==> src/rtl/msr_pkg.sv <==
`default_nettype none

package msr_pkg;

	// Widths of the register fields.
	localparam int unsigned MSR_AW  = 8;
	localparam int unsigned MSR_DW  = 32;
	localparam int unsigned MSR_VW  = 20;
	localparam int unsigned MSR_OPW = 8;
	localparam int unsigned MSR_KW  = 7;
	localparam int unsigned MSR_CW  = 10;
	localparam int unsigned MSR_PW  = 16;

	// Register byte offsets on the bus.
	localparam logic [7:0] MSR_ADR_KEY      = 8'h00;
	localparam logic [7:0] MSR_ADR_LIM_CUR  = 8'h04;
	localparam logic [7:0] MSR_ADR_LIM_RATE = 8'h08;
	localparam logic [7:0] MSR_ADR_LOCK     = 8'h0C;
	localparam logic [7:0] MSR_ADR_WATER    = 8'h10;
	localparam logic [7:0] MSR_ADR_IFACE    = 8'h14;
	localparam logic [7:0] MSR_ADR_OP_COND  = 8'h18;
	localparam logic [7:0] MSR_ADR_OP_MASK  = 8'h1C;
	localparam logic [7:0] MSR_ADR_OP_EVENT = 8'h20;
	localparam logic [7:0] MSR_ADR_RATE     = 8'h24;
	localparam logic [7:0] MSR_ADR_CUR_SET  = 8'h28;

	// Field position of the lockout code inside the lock register.
	localparam int unsigned MSR_LOCK_CODE_LSB = 16;

	// Value ranges; one LSB is 0.1 mA or 0.1 mA/s.
	localparam logic [19:0] MSR_CUR_MAX       = 20'hA_B248;
	localparam logic [19:0] MSR_RATE_MIN      = 20'h0_0001;
	localparam logic [19:0] MSR_RATE_MAX      = 20'h7_A120;
	localparam logic [9:0]  MSR_LOCK_CODE_MAX = 10'h3E7;

	// Reset values, and the key code left by a read clear.
	localparam logic [6:0]  MSR_KEY_POWERUP = 7'h01;
	localparam logic [6:0]  MSR_KEY_NONE    = 7'h00;
	localparam logic [19:0] MSR_RATE_RST    = 20'h0_2710;
	localparam logic [19:0] MSR_CUR_RST     = 20'h0_0000;
	localparam logic [9:0]  MSR_CODE_RST    = 10'h000;
	localparam logic [7:0]  MSR_OP_RST      = 8'h00;

	// Output power thresholds for automatic coil water, in watts.
	localparam logic [15:0] MSR_WATER_ON_W  = 16'h0064;
	localparam logic [15:0] MSR_WATER_OFF_W = 16'h0032;

	typedef enum logic [1:0] {
		MSR_LOCK_NONE   = 2'b00,
		MSR_LOCK_ALL    = 2'b01,
		MSR_LOCK_LIMITS = 2'b10
	} msr_lock_t;

	typedef enum logic [1:0] {
		MSR_WTR_OFF  = 2'b00,
		MSR_WTR_ON   = 2'b01,
		MSR_WTR_AUTO = 2'b10,
		MSR_WTR_DIS  = 2'b11
	} msr_water_t;

	typedef enum logic [1:0] {
		MSR_IF_LOCAL  = 2'b00,
		MSR_IF_REMOTE = 2'b01,
		MSR_IF_RLLO   = 2'b10
	} msr_iface_t;

	typedef enum logic [1:0] {
		MSR_PNL_CUR      = 2'b00,
		MSR_PNL_RATE     = 2'b01,
		MSR_PNL_LIM_CUR  = 2'b10,
		MSR_PNL_LIM_RATE = 2'b11
	} msr_panel_t;

	typedef enum logic [0:0] {
		MSR_BUS_IDLE = 1'b0,
		MSR_BUS_ACK  = 1'b1
	} msr_bus_t;

endpackage

`default_nettype wire

==> src/rtl/msr_sync.sv <==
`timescale 1ns/100ps
`default_nettype none

module msr_sync #(
	parameter int unsigned W = 8
) (
	// Clock and reset.
	input  wire logic         clk_i,
	input  wire logic         rst_i,
	// Asynchronous level in, synchronised level out.
	input  wire logic [W-1:0] d_i,
	output logic      [W-1:0] q_o
);

	typedef struct packed {
		logic [W-1:0] s1;
		logic [W-1:0] s2;
	} msr_sync_st_t;

	msr_sync_st_t st_r;
	msr_sync_st_t st_nxt;

	// Two flip-flop chain; only the second stage is read outside.
	always_comb begin
		st_nxt    = st_r;
		st_nxt.s1 = d_i;
		st_nxt.s2 = st_r.s1;
	end

	// State register.
	always_ff @(posedge clk_i) begin
		if (rst_i) begin
			st_r <= '0;
		end else begin
			st_r <= st_nxt;
		end
	end

	assign q_o = st_r.s2;

endmodule

`default_nettype wire

==> src/rtl/msr_key_latch.sv <==
`timescale 1ns/100ps
`default_nettype none

module msr_key_latch
	import msr_pkg::*;
(
	// Clock and reset.
	input  wire logic                     clk_i,
	input  wire logic                     rst_i,
	// Key press event and read-clear request.
	input  wire logic                     key_stb_i,
	input  wire logic [msr_pkg::MSR_KW-1:0] key_code_i,
	input  wire logic                     clr_i,
	// Held key code.
	output logic      [msr_pkg::MSR_KW-1:0] code_o
);

	typedef struct packed {
		logic [MSR_KW-1:0] code;
	} msr_key_st_t;

	msr_key_st_t st_r;
	msr_key_st_t st_nxt;

	// A key press in the clear cycle wins over the clear.
	always_comb begin
		st_nxt = st_r;
		if (key_stb_i) begin
			st_nxt.code = key_code_i;
		end else if (clr_i) begin
			st_nxt.code = MSR_KEY_NONE;
		end
	end

	// Power-up value reads as the start code.
	always_ff @(posedge clk_i) begin
		if (rst_i) begin
			st_r.code <= MSR_KEY_POWERUP;
		end else begin
			st_r <= st_nxt;
		end
	end

	assign code_o = st_r.code;

endmodule

`default_nettype wire

==> src/rtl/msr_remote.sv <==
// Functional notes
// - Key code register returns the last key pressed since the previous read.
// - After reset the first key code read returns 01.
// - With no key since the last read, the key code read returns 00.
// - Current limit accepts 0 to 70.1000 A; writes above the span are ignored.
// - Ramp rate limit accepts 0.0001 to 50.000 A/s.
// - Later current and rate settings are clamped to the stored limits.
// - Lock state 1 locks all panel entry, 2 only limits, 0 unlocks.
// - Lock command carries a code 000 to 999, stored with the state.
// - Panel entries covered by the active lock state are rejected.
// - Coil water mode: 0 off, 1 on, 2 automatic, 3 disabled.
// - Automatic water mode drives the valve from computed output power.
// - Interface mode: 0 local, 1 remote, 2 remote with local lockout.
// - Condition query returns the weighted sum of present condition bits.
// - Enable mask selects which condition bits may set the summary bit.
// - Event register latches each condition bit and holds it until read.
// - Reading the event register returns its value and clears it.
// - Ramp rate for a new setpoint lies within 0.0001 to 50.000 A/s.
// - One stored ramp rate serves rising and falling current alike.
// - A written ramp rate is clamped to the stored rate limit.
`timescale 1ns/100ps
`default_nettype none

module msr_remote
	import msr_pkg::*;
(
	// Clock and reset.
	input  wire logic                        clk_i,
	input  wire logic                        rst_i,
	// Wishbone classic slave.
	input  wire logic                        wb_cyc_i,
	input  wire logic                        wb_stb_i,
	input  wire logic                        wb_we_i,
	input  wire logic [msr_pkg::MSR_AW-1:0]  wb_adr_i,
	input  wire logic [3:0]                  wb_sel_i,
	input  wire logic [msr_pkg::MSR_DW-1:0]  wb_dat_i,
	output logic      [msr_pkg::MSR_DW-1:0]  wb_dat_o,
	output logic                             wb_ack_o,
	// Front panel keypad and data entry.
	input  wire logic                        key_stb_i,
	input  wire logic [msr_pkg::MSR_KW-1:0]  key_code_i,
	input  wire logic                        panel_stb_i,
	input  wire msr_pkg::msr_panel_t         panel_sel_i,
	input  wire logic [msr_pkg::MSR_VW-1:0]  panel_val_i,
	output logic                             panel_rej_o,
	// Supply plant.
	input  wire logic [msr_pkg::MSR_OPW-1:0] op_cond_i,
	input  wire logic [msr_pkg::MSR_PW-1:0]  out_power_i,
	output logic      [msr_pkg::MSR_VW-1:0]  cur_set_o,
	output logic      [msr_pkg::MSR_VW-1:0]  ramp_rate_o,
	output logic                             water_valve_o,
	output logic                             remote_o,
	output logic                             local_lockout_o,
	output logic                             op_summary_o
);

	typedef struct packed {
		msr_bus_t          bus;
		logic [MSR_DW-1:0] dat;
		logic [MSR_VW-1:0] lim_cur;
		logic [MSR_VW-1:0] lim_rate;
		logic [MSR_VW-1:0] rate;
		logic [MSR_VW-1:0] cur_set;
		msr_lock_t         lock_state;
		logic [MSR_CW-1:0] lock_code;
		msr_water_t        water;
		msr_iface_t        iface;
		logic [MSR_OPW-1:0] op_mask;
		logic [MSR_OPW-1:0] op_event;
		logic              valve;
		logic              rej;
		logic              summary;
		logic              remote;
		logic              lockout;
	} msr_state_t;

	msr_state_t         st_r;
	msr_state_t         st_nxt;
	logic [MSR_OPW-1:0] op_cond_s;
	logic [MSR_KW-1:0]  key_code;
	logic               key_clr;
	logic               bus_req;
	logic               wr_now;
	logic [MSR_DW-1:0]  wr_word;
	logic               op_clr;

	// Smaller of a value and its limit.
	function automatic logic [MSR_VW-1:0] msr_clamp(input logic [MSR_VW-1:0] v,
		input logic [MSR_VW-1:0] lim);
		msr_clamp = (v > lim) ? lim : v;
	endfunction

	// True when a rate lies inside the legal rate span.
	function automatic logic msr_rate_ok(input logic [MSR_VW-1:0] v);
		msr_rate_ok = (v >= MSR_RATE_MIN) && (v <= MSR_RATE_MAX);
	endfunction

	// Byte-lane merge of a write into the old register word.
	function automatic logic [MSR_DW-1:0] msr_merge(input logic [MSR_DW-1:0] old_w,
		input logic [MSR_DW-1:0] new_w, input logic [3:0] sel);
		logic [MSR_DW-1:0] res;
		res = old_w;
		for (int i = 0; i < 4; i++) begin
			if (sel[i]) begin
				res[i*8 +: 8] = new_w[i*8 +: 8];
			end
		end
		msr_merge = res;
	endfunction

	// Read image of a register, in the same layout a write uses.
	function automatic logic [MSR_DW-1:0] msr_read(input msr_state_t s,
		input logic [MSR_AW-1:0] adr, input logic [MSR_OPW-1:0] cond,
		input logic [MSR_KW-1:0] key);
		logic [MSR_DW-1:0] d;
		d = '0;
		case (adr)
			MSR_ADR_KEY:      d[MSR_KW-1:0] = key;
			MSR_ADR_LIM_CUR:  d[MSR_VW-1:0] = s.lim_cur;
			MSR_ADR_LIM_RATE: d[MSR_VW-1:0] = s.lim_rate;
			MSR_ADR_LOCK: begin
				d[1:0] = s.lock_state;
				d[MSR_LOCK_CODE_LSB +: MSR_CW] = s.lock_code;
			end
			MSR_ADR_WATER:    d[1:0] = s.water;
			MSR_ADR_IFACE:    d[1:0] = s.iface;
			MSR_ADR_OP_COND:  d[MSR_OPW-1:0] = cond;
			MSR_ADR_OP_MASK:  d[MSR_OPW-1:0] = s.op_mask;
			MSR_ADR_OP_EVENT: d[MSR_OPW-1:0] = s.op_event;
			MSR_ADR_RATE:     d[MSR_VW-1:0] = s.rate;
			MSR_ADR_CUR_SET:  d[MSR_VW-1:0] = s.cur_set;
			default:          d = '0;
		endcase
		msr_read = d;
	endfunction

	// Condition inputs come from the plant and cross into this clock.
	msr_sync #(
		.W (MSR_OPW)
	) u_cond_sync (
		.clk_i (clk_i),
		.rst_i (rst_i),
		.d_i   (op_cond_i),
		.q_o   (op_cond_s)
	);

	// Last key pressed, cleared when software reads it.
	msr_key_latch u_key (
		.clk_i      (clk_i),
		.rst_i      (rst_i),
		.key_stb_i  (key_stb_i),
		.key_code_i (key_code_i),
		.clr_i      (key_clr),
		.code_o     (key_code)
	);

	// Bus request decode; reads capture and clear at the same edge.
	assign bus_req = wb_cyc_i && wb_stb_i;
	assign wr_now  = bus_req && wb_we_i && (st_r.bus == MSR_BUS_ACK);
	assign key_clr = bus_req && !wb_we_i && (st_r.bus == MSR_BUS_IDLE)
		&& (wb_adr_i == MSR_ADR_KEY);
	assign op_clr  = bus_req && !wb_we_i && (st_r.bus == MSR_BUS_IDLE)
		&& (wb_adr_i == MSR_ADR_OP_EVENT);
	assign wr_word = msr_merge(msr_read(st_r, wb_adr_i, op_cond_s, key_code), wb_dat_i,
		wb_sel_i);

	// Next state of the whole block.
	always_comb begin
		logic [MSR_VW-1:0] v;
		logic [MSR_CW-1:0] code;
		logic              lock_hit;
		v        = wr_word[MSR_VW-1:0];
		code     = wr_word[MSR_LOCK_CODE_LSB +: MSR_CW];
		lock_hit = 1'b0;
		st_nxt   = st_r;
		st_nxt.rej = 1'b0;

		// Bus handshake: ack one cycle after the request, then drop.
		case (st_r.bus)
			MSR_BUS_IDLE: begin
				if (bus_req) begin
					st_nxt.bus = MSR_BUS_ACK;
					st_nxt.dat = wb_we_i ? '0 : msr_read(st_r, wb_adr_i, op_cond_s, key_code);
				end
			end
			MSR_BUS_ACK: begin
				st_nxt.bus = MSR_BUS_IDLE;
				st_nxt.dat = '0;
			end
			default: begin
				st_nxt.bus = MSR_BUS_IDLE;
			end
		endcase

		// Register writes take effect at the edge that ends the access.
		if (wr_now) begin
			case (wb_adr_i)
				MSR_ADR_LIM_CUR: begin
					if (v <= MSR_CUR_MAX) begin
						st_nxt.lim_cur = v;
						st_nxt.cur_set = msr_clamp(st_r.cur_set, v);
					end
				end
				MSR_ADR_LIM_RATE: begin
					if (msr_rate_ok(v)) begin
						st_nxt.lim_rate = v;
						st_nxt.rate     = msr_clamp(st_r.rate, v);
					end
				end
				MSR_ADR_LOCK: begin
					if ((wr_word[1:0] != 2'b11) && (code <= MSR_LOCK_CODE_MAX)) begin
						st_nxt.lock_state = msr_lock_t'(wr_word[1:0]);
						st_nxt.lock_code  = code;
					end
				end
				MSR_ADR_WATER: begin
					st_nxt.water = msr_water_t'(wr_word[1:0]);
				end
				MSR_ADR_IFACE: begin
					if (wr_word[1:0] != 2'b11) begin
						st_nxt.iface = msr_iface_t'(wr_word[1:0]);
					end
				end
				MSR_ADR_OP_MASK: begin
					st_nxt.op_mask = wr_word[MSR_OPW-1:0];
				end
				MSR_ADR_RATE: begin
					if (msr_rate_ok(v)) begin
						st_nxt.rate = msr_clamp(v, st_r.lim_rate);
					end
				end
				default: begin
					st_nxt.rate = st_r.rate;
				end
			endcase
		end

		// Front panel entry, gated by keypad lock and local lockout.
		if (panel_stb_i) begin
			case (panel_sel_i)
				MSR_PNL_LIM_CUR, MSR_PNL_LIM_RATE: begin
					lock_hit = (st_r.lock_state != MSR_LOCK_NONE);
				end
				default: begin
					lock_hit = (st_r.lock_state == MSR_LOCK_ALL);
				end
			endcase
			if (lock_hit || (st_r.iface == MSR_IF_RLLO)) begin
				st_nxt.rej = 1'b1;
			end else begin
				case (panel_sel_i)
					MSR_PNL_CUR: begin
						if (panel_val_i <= MSR_CUR_MAX) begin
							st_nxt.cur_set = msr_clamp(panel_val_i, st_r.lim_cur);
						end else begin
							st_nxt.rej = 1'b1;
						end
					end
					MSR_PNL_RATE: begin
						if (msr_rate_ok(panel_val_i)) begin
							st_nxt.rate = msr_clamp(panel_val_i, st_r.lim_rate);
						end else begin
							st_nxt.rej = 1'b1;
						end
					end
					MSR_PNL_LIM_CUR: begin
						if (panel_val_i <= MSR_CUR_MAX) begin
							st_nxt.lim_cur = panel_val_i;
							st_nxt.cur_set = msr_clamp(st_r.cur_set, panel_val_i);
						end else begin
							st_nxt.rej = 1'b1;
						end
					end
					MSR_PNL_LIM_RATE: begin
						if (msr_rate_ok(panel_val_i)) begin
							st_nxt.lim_rate = panel_val_i;
							st_nxt.rate     = msr_clamp(st_r.rate, panel_val_i);
						end else begin
							st_nxt.rej = 1'b1;
						end
					end
					default: begin
						st_nxt.rej = 1'b1;
					end
				endcase
			end
		end

		// Events latch while their condition stands; a set wins over the read clear.
		st_nxt.op_event = (op_clr ? MSR_OP_RST : st_r.op_event) | op_cond_s;

		// Summary bit follows latched events that the mask enables.
		st_nxt.summary = |(st_nxt.op_event & st_nxt.op_mask);

		// Interface flags are decoded ahead so that the outputs leave a flip-flop.
		st_nxt.remote  = (st_nxt.iface != MSR_IF_LOCAL);
		st_nxt.lockout = (st_nxt.iface == MSR_IF_RLLO);

		// Coil water valve per mode, with hysteresis in automatic mode.
		case (st_r.water)
			MSR_WTR_OFF:  st_nxt.valve = 1'b0;
			MSR_WTR_ON:   st_nxt.valve = 1'b1;
			MSR_WTR_AUTO: begin
				if (out_power_i >= MSR_WATER_ON_W) begin
					st_nxt.valve = 1'b1;
				end else if (out_power_i <= MSR_WATER_OFF_W) begin
					st_nxt.valve = 1'b0;
				end
			end
			MSR_WTR_DIS:  st_nxt.valve = 1'b0;
			default:      st_nxt.valve = 1'b0;
		endcase
	end

	// State register with reset values.
	always_ff @(posedge clk_i) begin
		if (rst_i) begin
			st_r.bus        <= MSR_BUS_IDLE;
			st_r.dat        <= '0;
			st_r.lim_cur    <= MSR_CUR_MAX;
			st_r.lim_rate   <= MSR_RATE_MAX;
			st_r.rate       <= MSR_RATE_RST;
			st_r.cur_set    <= MSR_CUR_RST;
			st_r.lock_state <= MSR_LOCK_NONE;
			st_r.lock_code  <= MSR_CODE_RST;
			st_r.water      <= MSR_WTR_OFF;
			st_r.iface      <= MSR_IF_LOCAL;
			st_r.op_mask    <= MSR_OP_RST;
			st_r.op_event   <= MSR_OP_RST;
			st_r.valve      <= 1'b0;
			st_r.rej        <= 1'b0;
			st_r.summary    <= 1'b0;
			st_r.remote     <= 1'b0;
			st_r.lockout    <= 1'b0;
		end else begin
			st_r <= st_nxt;
		end
	end

	// Outputs straight from the state register.
	assign wb_ack_o        = (st_r.bus == MSR_BUS_ACK);
	assign wb_dat_o        = st_r.dat;
	assign panel_rej_o     = st_r.rej;
	assign cur_set_o       = st_r.cur_set;
	assign ramp_rate_o     = st_r.rate;
	assign water_valve_o   = st_r.valve;
	assign remote_o        = st_r.remote;
	assign local_lockout_o = st_r.lockout;
	assign op_summary_o    = st_r.summary;

endmodule

`default_nettype wire

==> config.mk <==
export PLATFORM = sky130hd
export DESIGN_NAME = msr_remote
export DESIGN_NICKNAME = d
export VERILOG_FILES = /design/src/rtl/msr_pkg.sv /design/src/rtl/msr_sync.sv /design/src/rtl/msr_key_latch.sv /design/src/rtl/msr_remote.sv
export SDC_FILE = /design/constraint.sdc
export NUM_CORES = 1
export LEC_CHECK = 0
export ABC_AREA = 0
export BUFFER_PORTS_ARGS = -buffer_cell sky130_fd_sc_hd__buf_2
export CORE_UTILIZATION = 55
export DETAILED_ROUTE_END_ITERATION = 10
export HOLD_SLACK_MARGIN = 0.08
export PLACE_DENSITY = 0.74
export SLEW_MARGIN = 25
export SYNTH_ARGS = -nofsm -noshare
export SYNTH_HDL_FRONTEND = slang
export SYNTH_HIERARCHICAL = 1
export SYNTH_SLANG_ARGS = --single-unit
export TNS_END_PERCENT = 20
==> constraint.sdc <==
create_clock -name clk_i -period 7.1 [get_ports clk_i]
set_input_delay 1.42 -clock clk_i [delete_from_list [all_inputs] [get_ports clk_i]]
set_output_delay 1.42 -clock clk_i [all_outputs]
set_load 0.03 [all_outputs]
## After elaboration in Yosys (flattened, before gate mapping)

Cells that the tools add are included.

| storage, ports and cells | value |
|---|---|
| output and inout bits | 78 |
| flip-flop bits (word level) | 173 |
| logic and storage cells | 148 |
| input bits | 104 |

| operators by class | value |
|---|---|
| reduce and logical (&&, ||, !) cells | 26 |
| bitwise logic cells | 4 |
| equal/unequal tests | 24 |
| magnitude comparators | 16 |
| muxes and demuxes | 58 |

Operators by type and width:

| kind | count |
|---|---|
| $mux W20 | 19 |
| $mux W80 | 2 |
| $gt A20 B20 Y1 | 7 |
| $pmux W20 S2 | 3 |
| $mux W104 | 1 |
| $mux W40 | 2 |
| $pmux W33 S2 | 1 |
| $ge A20 B1 Y1 const B | 2 |
| $le A20 B19 Y1 const B | 2 |
| $le A20 B20 Y1 const B | 2 |
| $mux W8 | 5 |
| $pmux W5 S8 | 1 |
| $mux W33 | 1 |
| $eq A8 B5 Y1 const B | 4 |
| $pmux W8 S4 | 1 |
| $mux W26 | 1 |
| $eq A8 B6 Y1 const B | 3 |
| $mux W12 | 2 |
| $pmux W2 S11 | 1 |
| $pmux W4 S5 | 1 |
| $eq A8 B4 Y1 const B | 2 |
| $ge A16 B7 Y1 const B | 1 |
| $le A16 B6 Y1 const B | 1 |
| $mux W7 | 2 |
| other kinds (26) | 61 |

## Logic depth before layout (Yosys ltp)

| logic depth | value |
|---|---|
| word-level depth | 12 |
| depth in mapped cells | 24 |
| depth with buffers taken out | 18 |

## Hierarchy

Netlist, hierarchy kept.

Modules (own cells, without submodules):

| module | area each (um^2) | instances | seq. area each (um^2) | cells an instance |
|---|---|---|---|---|
| msr_remote | 12,851.1 | 1 | 2,882.8 | 1,608 |
| msr_sync | 464.2 | 1 | 320.3 | 33 |
| msr_key_latch | 272.8 | 1 | 140.1 | 29 |

## Worst setup path before layout

No wires, ideal clock.

| timing path | value |
|---|---|
| kind | input port to flip-flop |
| start | in wb_adr_i[1] in the netlist's numbering |
| end | reg st_r (netlist bit ramp_rate_o[10]) |
| data required time | 6.978 ns |
| setup slack | 0.980 ns |
| cell stages on the path | 23 |
| buffers on the path | 6 |
| setup time | 0.122 ns |
| arrival | 5.998 ns |
| cell sequence | buf_2 -> or4_4 -> buf_6 -> or2_1 -> clkbuf_1 -> or3_1 -> nand4_1 -> o21a_1 -> clkbuf_1 -> inv_1 -> ha_1 -> nor2b_1 -> o21a_1 -> o21ai_0 -> nand2b_1 -> a221o_1 -> a21oi_1 -> a211oi_1 -> a21o_1 -> clkbuf_1 -> clkbuf_1 -> a22o_1 -> a221o_1 |

| between the ends | value |
|---|---|
| word-level cells in the longest chain between the ends | 12 |
| elaborated cells on any way between the ends | 35 |
| those cells by class | order compare (4); eq/ne (10); mux (19); reduce/logical (2) |

Ends and longest elaborated chain:

| what | line | text |
|---|---|---|
| from (decl) | msr_remote.sv:34 | `input wire logic [msr_pkg::MSR_AW-1:0] wb_adr_i,` |
| $eq A8 B6 Y1, or another cell as far along | msr_remote.sv:117 | `case (adr)` |
| $pmux W2 S11 (*) | msr_remote.sv:117 |  |
| $mux W8 (*) | msr_remote.sv:104 | `if (sel[i]) begin` |
| via wr_word[1] | msr_remote.sv:84 | `logic [MSR_DW-1:0] wr_word;` |
| $gt A20 B20 Y1, or another cell as far along | msr_remote.sv:90 | `msr_clamp = (v > lim) ? lim : v;` |
| $mux W20 or $logic_and A1 B1 Y1 (tied branches) | msr_remote.sv:90, msr_remote.sv:95 |  |
| $mux W20 or $mux W40 (tied branches) | msr_remote.sv:228, msr_remote.sv:205 |  |
| $pmux W20 S2 (*) | msr_remote.sv:197 | `case (wb_adr_i)` |
| $mux W104 (*) | msr_remote.sv:196 | `if (wr_now) begin` |
| $mux W40 or $mux W20 (tied branches) | msr_remote.sv:275, msr_remote.sv:260 |  |
| $pmux W20 S2 | msr_remote.sv:251 | `case (panel_sel_i)` |
| $mux W80 | msr_remote.sv:248 | `if (lock_hit \|\| (st_r.iface == MSR_IF_RLLO)) begin` |
| $mux W80 (*) | msr_remote.sv:239 | `if (panel_stb_i) begin` |
| to (signal assigned) | msr_remote.sv:336 | `st_r <= st_nxt;` |
| to (decl) | msr_remote.sv:77 | `msr_state_t st_r;` |

The timed path passes the listed nets; every way through them passes the cells marked *.
A chain may end at the register's enable or synchronous reset.

## Worst setup path after layout

| timing path | value |
|---|---|
| start | in wb_adr_i[1] in the netlist's numbering |
| end | reg st_r (netlist bit ramp_rate_o[12]) |

| between the ends | value |
|---|---|
| word-level cells in the longest chain between the ends | 12 |
| elaborated cells on any way between the ends | 35 |
| those cells by class | order compare (4); eq/ne (10); mux (19); reduce/logical (2) |

Ends and longest elaborated chain:

| what | line |
|---|---|
| $eq A8 B6 Y1, or another cell as far along | msr_remote.sv:117 |
| $pmux W2 S11, or another cell as far along | msr_remote.sv:117 |
| $mux W8 | msr_remote.sv:104 |
| $gt A20 B20 Y1, or another cell as far along | msr_remote.sv:90 |
| $mux W20 or $logic_and A1 B1 Y1 (tied branches) | msr_remote.sv:90, msr_remote.sv:95 |
| $mux W20 or $mux W40 (tied branches) | msr_remote.sv:228, msr_remote.sv:205 |
| $pmux W20 S2 (*) | msr_remote.sv:197 |
| $mux W104 (*) | msr_remote.sv:196 |
| $mux W40 or $mux W20 (tied branches) | msr_remote.sv:275, msr_remote.sv:260 |
| $pmux W20 S2 | msr_remote.sv:251 |
| $mux W80 | msr_remote.sv:248 |
| $mux W80 (*) | msr_remote.sv:239 |

Every way passes the cells marked *; elsewhere a longest branch is shown, timed or not.

==> summary.txt <==
Outcome
  • Status: completed

Synth
  • Xor/xnor share of the synthesized area: 0%
  • #FFs+latches synth: 167
  • Synth area leaders: dfxtp_1 (25%), ha_1 (13%), nor2_1 (4.5%)
  • Adder-cell share of the synthesized area: 13.0%
  • Synthesis Warnings: 6
  • Multiplexer area fraction after synthesis: 5.28%
  • FFs w/ async S/R, synth: 0%
  • Area share of and/or/nand/nor cells after synthesis: 20.3%
  • Synth top area share: 24.6%
  • Main flop type after synthesis: dfxtp_1
  • Post-synth EDFFs: 0
  • Main combinational cell family by area after synthesis: compound AO/OA/AOI/OAI gates
  • Largest area contributor in the netlist: dfxtp_1
  • Compound-gate portion of the synthesized area: 27.3%
  • Syn Inst Count: 1670
  • Number of distinct library cells after synthesis: 87
  • Mapped Avg Cell Area: 8.14 µm²
  • Post-Synthesis Cell Area: 13600 µm²
  • Register area share after synthesis: 24.6%

Global route
  • Top Usage Layer GRT: met2
  • Vias in the first global route: 13500
  • Met1 Use GR: 57.5%
  • Met2 Usage GRT: 67.8%
  • Met3 Use GR: 12.3%
  • First-pass GRT wire length: 84.6 mm
  • GRT overflow: 0
  • Initial antenna violation count: 1
  • Total track usage: 44.9%
  • Largest net degree at the start of global routing: 52

Drt
  • TritonRoute pass-1 iters: 6
  • Drt total wl: 57.2 mm
  • First DRT Iteration DRCs: 1792
  • ANT nets after route: 0
  • Vias post-DR: 14300
  • Avg Vias per Cell: 6.79
  • Drc violations: 0
  • Wire per inst: 27.1 µm

Setup path
  • Top delay family on crit path: simple AND/OR/NAND/NOR gates
  • Worst EP required: 7490 ps
  • CP startpoint kind: input pin
  • Critical path arrival: 6540 ps
  • Setup Crit Path Kind: input pin to flop
  • FF-to-FF Start: st_r[77]$_SDFF_PP0_
  • FF-to-FF path depth: 21
  • Worst R2R Setup Slack: 2340 ps
  • Crit. End Element: flop
  • Max incr delay on CP: 660 ps
  • Critical-path cell list: buf_2 > or4_4 > or2_1 > or3_1 > nand4_1 > o21a_1 > inv_1 > ha_1 > nor2b_1 > o21a_1 > o21ai_0 > nand2b_1 > a221o_1 > a21oi_1 > a211oi_1 > o211a_2 > nor2_1 > a22o_1 > a21o_1
  • Worst path most repeated cell: o21a_1
  • Critical Path Fanout Max: 11
  • CP bufs+invs: 2
  • Slowest CP cell: or4_4
  • Worst R2R End: ramp_rate_o[13]$_SDFFE_PP1P_

Clocking
  • Post-CTS Setup Bufs: 0
  • Clk sinks: 167
  • Post-cts sizing count: 0
  • Worst-path clk slew: 90 ps
  • TritonCTS clock tree: built
  • CTS HTree Levels: 4
  • CTS root buf: clkbuf_16
  • Cts bufs inserted: 17
  • Bufs on Longest Clock Path: 2
  • Clock Latency Late Sink: 460 ps
  • Hold_buf cts: 0

Cells and area
  • Area occupied by multi-input gates: 9000 µm²
  • Nets: 2018
  • Register area: 3340 µm²
  • Most frequent cells in the layout: buf_2 (168), dfxtp_1 (167), nor2_1 (163), ha_1 (141), a21oi_1 (103)
  • Fillers: 2208
  • Layout cells sized above 1: 19.3%
  • P&R area growth vs syn: 11.2%
  • Antenna diodes: 0
  • Post-route cell area: 15100 µm²
  • Most common cell after layout, fill and taps aside: buf_2

Floorplan
  • Top Ports: 182
  • Core area: 24200 µm²
  • Rows: 57
  • Initial Util: 56.0%
  • Die ar.: 25300 µm²
  • DIE HEIGHT: 159 µm
  • Die Width: 159 µm

STA
  • Highest clock rate: 163 MHz
  • Clock skew: 19.5 ps
  • Setup ws final: 956 ps
  • Worst hold-check slack: 434 ps
  • Period utilization: 86.5%
  • Slew @ Worst Pin: 874 ps
  • Final Slew Violations: 0
  • Post-route minimum period: 6140 ps
  • Slew margin rel.: 40.1%
  • Number of setup violations in the final report: 0
  • Setup TNS: 0 ps
  • Hold Vio Cnt, Final: 0
  • RSZ-0062 raised after global routing: false

Placement
  • Routability cong.: 1.09
  • Post-place setup slack: 754 ps
  • Cell area after placement: 14500 µm²
  • Detailed Place HPWL: 44.2 mm
  • Port Buffer Count: 169

Run
  • Max cap viols: 0

Pwr
  • Clk pwr share: 38.4%
  • Worst VDD drop: 110 µV
  • Design Power: 2.59 mW
  • Combinational share of power: 22.2%
  • Sw power: 934 µW
  • Leakage: 6.73 nW
  • Switch share: 36.1%
  • Sequential cell fraction of total power: 39.4%
  • Internal: 1.65 mW
  • PwrDens: 171 nW/µm²

Hold path
  • Hold path depth: 1
  • Worst min path class: flop to flop
  • Hold_sp: u_cond_sync/st_nxt[6]$_SDFF_PP0_
  • Hold Crit Endpoint: u_cond_sync/q_o[6]$_SDFF_PP0_
[metal layers]
| layer | wire (µm) | vias up |
|---|---|---|
| li1 | - | 6345 |
| met1 | 22300 | 6700 |
| met2 | 24100 | 1044 |
| met3 | 6900 | 234 |
| met4 | 3970 | 2 |
| met5 | 17 | - |
[Yosys cell counts (9+ instances only)]
master,instances
a211oi_1,29
a21o_1,52
a21oi_1,104
a221o_1,14
a221oi_1,11
a22o_1,38
a22oi_1,45
and2_1,9
and3_1,12
and4_1,11
buf_2,24
buf_4,75
clkbuf_1,54
dfxtp_1,167
ha_1,141
inv_1,95
mux2_2,12
mux2i_1,51
nand2_1,101
nand2b_1,16
nand3_1,35
nand3b_1,23
nand4_1,27
nor2_1,163
nor2b_1,32
nor3_1,25
nor4_1,11
o211ai_1,24
o21a_1,16
o21ai_0,65
o22ai_1,24
[power groups by stage]
| stage | clock network (mW) | registers [mW] | logic [mW] |
|---|---|---|---|
| after detailed placement | 0 | 1.04 | 0.551 |
| final | 0.994 | 1.02 | 0.575 |
| after global routing | 1.03 | 1.02 | 0.614 |
| after floorplan | 0 | 1.01 | 0.368 |
| after CTS | 0.992 | 1.01 | 0.554 |
| after global placement | 0 | 1.04 | 0.541 |
[kinds of logic after synthesis]
| logic type | after synthesis |
|---|---|
| AND/OR/NAND/NOR | 526 |
| AO/OA/AOI/OAI | 512 |
| buffers and inverters | 255 |
| flip-flops | 167 |
| adder cells (fa/ha/maj) | 141 |
| multiplexers | 68 |
| other | 1 |
[cell type report]
type                    instances  area share, %
multi-input cells            1253           59.6
flip-flops and latches        167           22.1
repair buffers                238           9.13
clock buffers                  17           2.82
well taps                     324           2.68
inverters                      96           2.38
clock inverters                15           1.31
[sequential cells by signal, summed over array words and instances, names as in the netlist, 7 cells and up]
register	flops
st_r	72
ramp_rate_o	20
u_key/code_o	7
cur_set_o	20
u_cond_sync/st_nxt	8
u_cond_sync/q_o	8
wb_dat_o	26
[worst register-to-register path: cells and delay by family, from the launching register on]
kind                       cells  cell delay, ps
and+or+nand+nor                4             530
muxes                          2             600
DFF                            1             400
buffers and inverters          4             780
AOI/OAI and AO/OA             10            2160
adders and majority gates      1             180
[how the worst max path moves through the flow]
stage	slack, ps	to	startpoint	depth (start not counted)
after floorplan	980	ramp_rate_o[10]$_SDFFE_PP1P_	wb_adr_i[1]	23
after global placement	760	ramp_rate_o[12]$_SDFFE_PP0P_	wb_adr_i[1]	19
after detailed placement	750	ramp_rate_o[11]$_SDFFE_PP0P_	wb_adr_i[1]	19
after CTS	1190	ramp_rate_o[11]$_SDFFE_PP0P_	wb_adr_i[1]	19
after global routing	860	ramp_rate_o[11]$_SDFFE_PP0P_	wb_adr_i[4]	20
final	960	ramp_rate_o[12]$_SDFFE_PP0P_	wb_adr_i[1]	19
[through the flow]
| step | utilization, % | std cells |
|---|---|---|
| global route | 62.3 | 2110 |
| floorplan | - | 1675 |
| CTS | 62.3 | 2110 |
| detailed placement | 59.7 | 2078 |
| global placement | 59.7 | 2078 |
| finish | 62.3 | 2110 |
No activity file was read; power rests on OpenSTA's default activity.
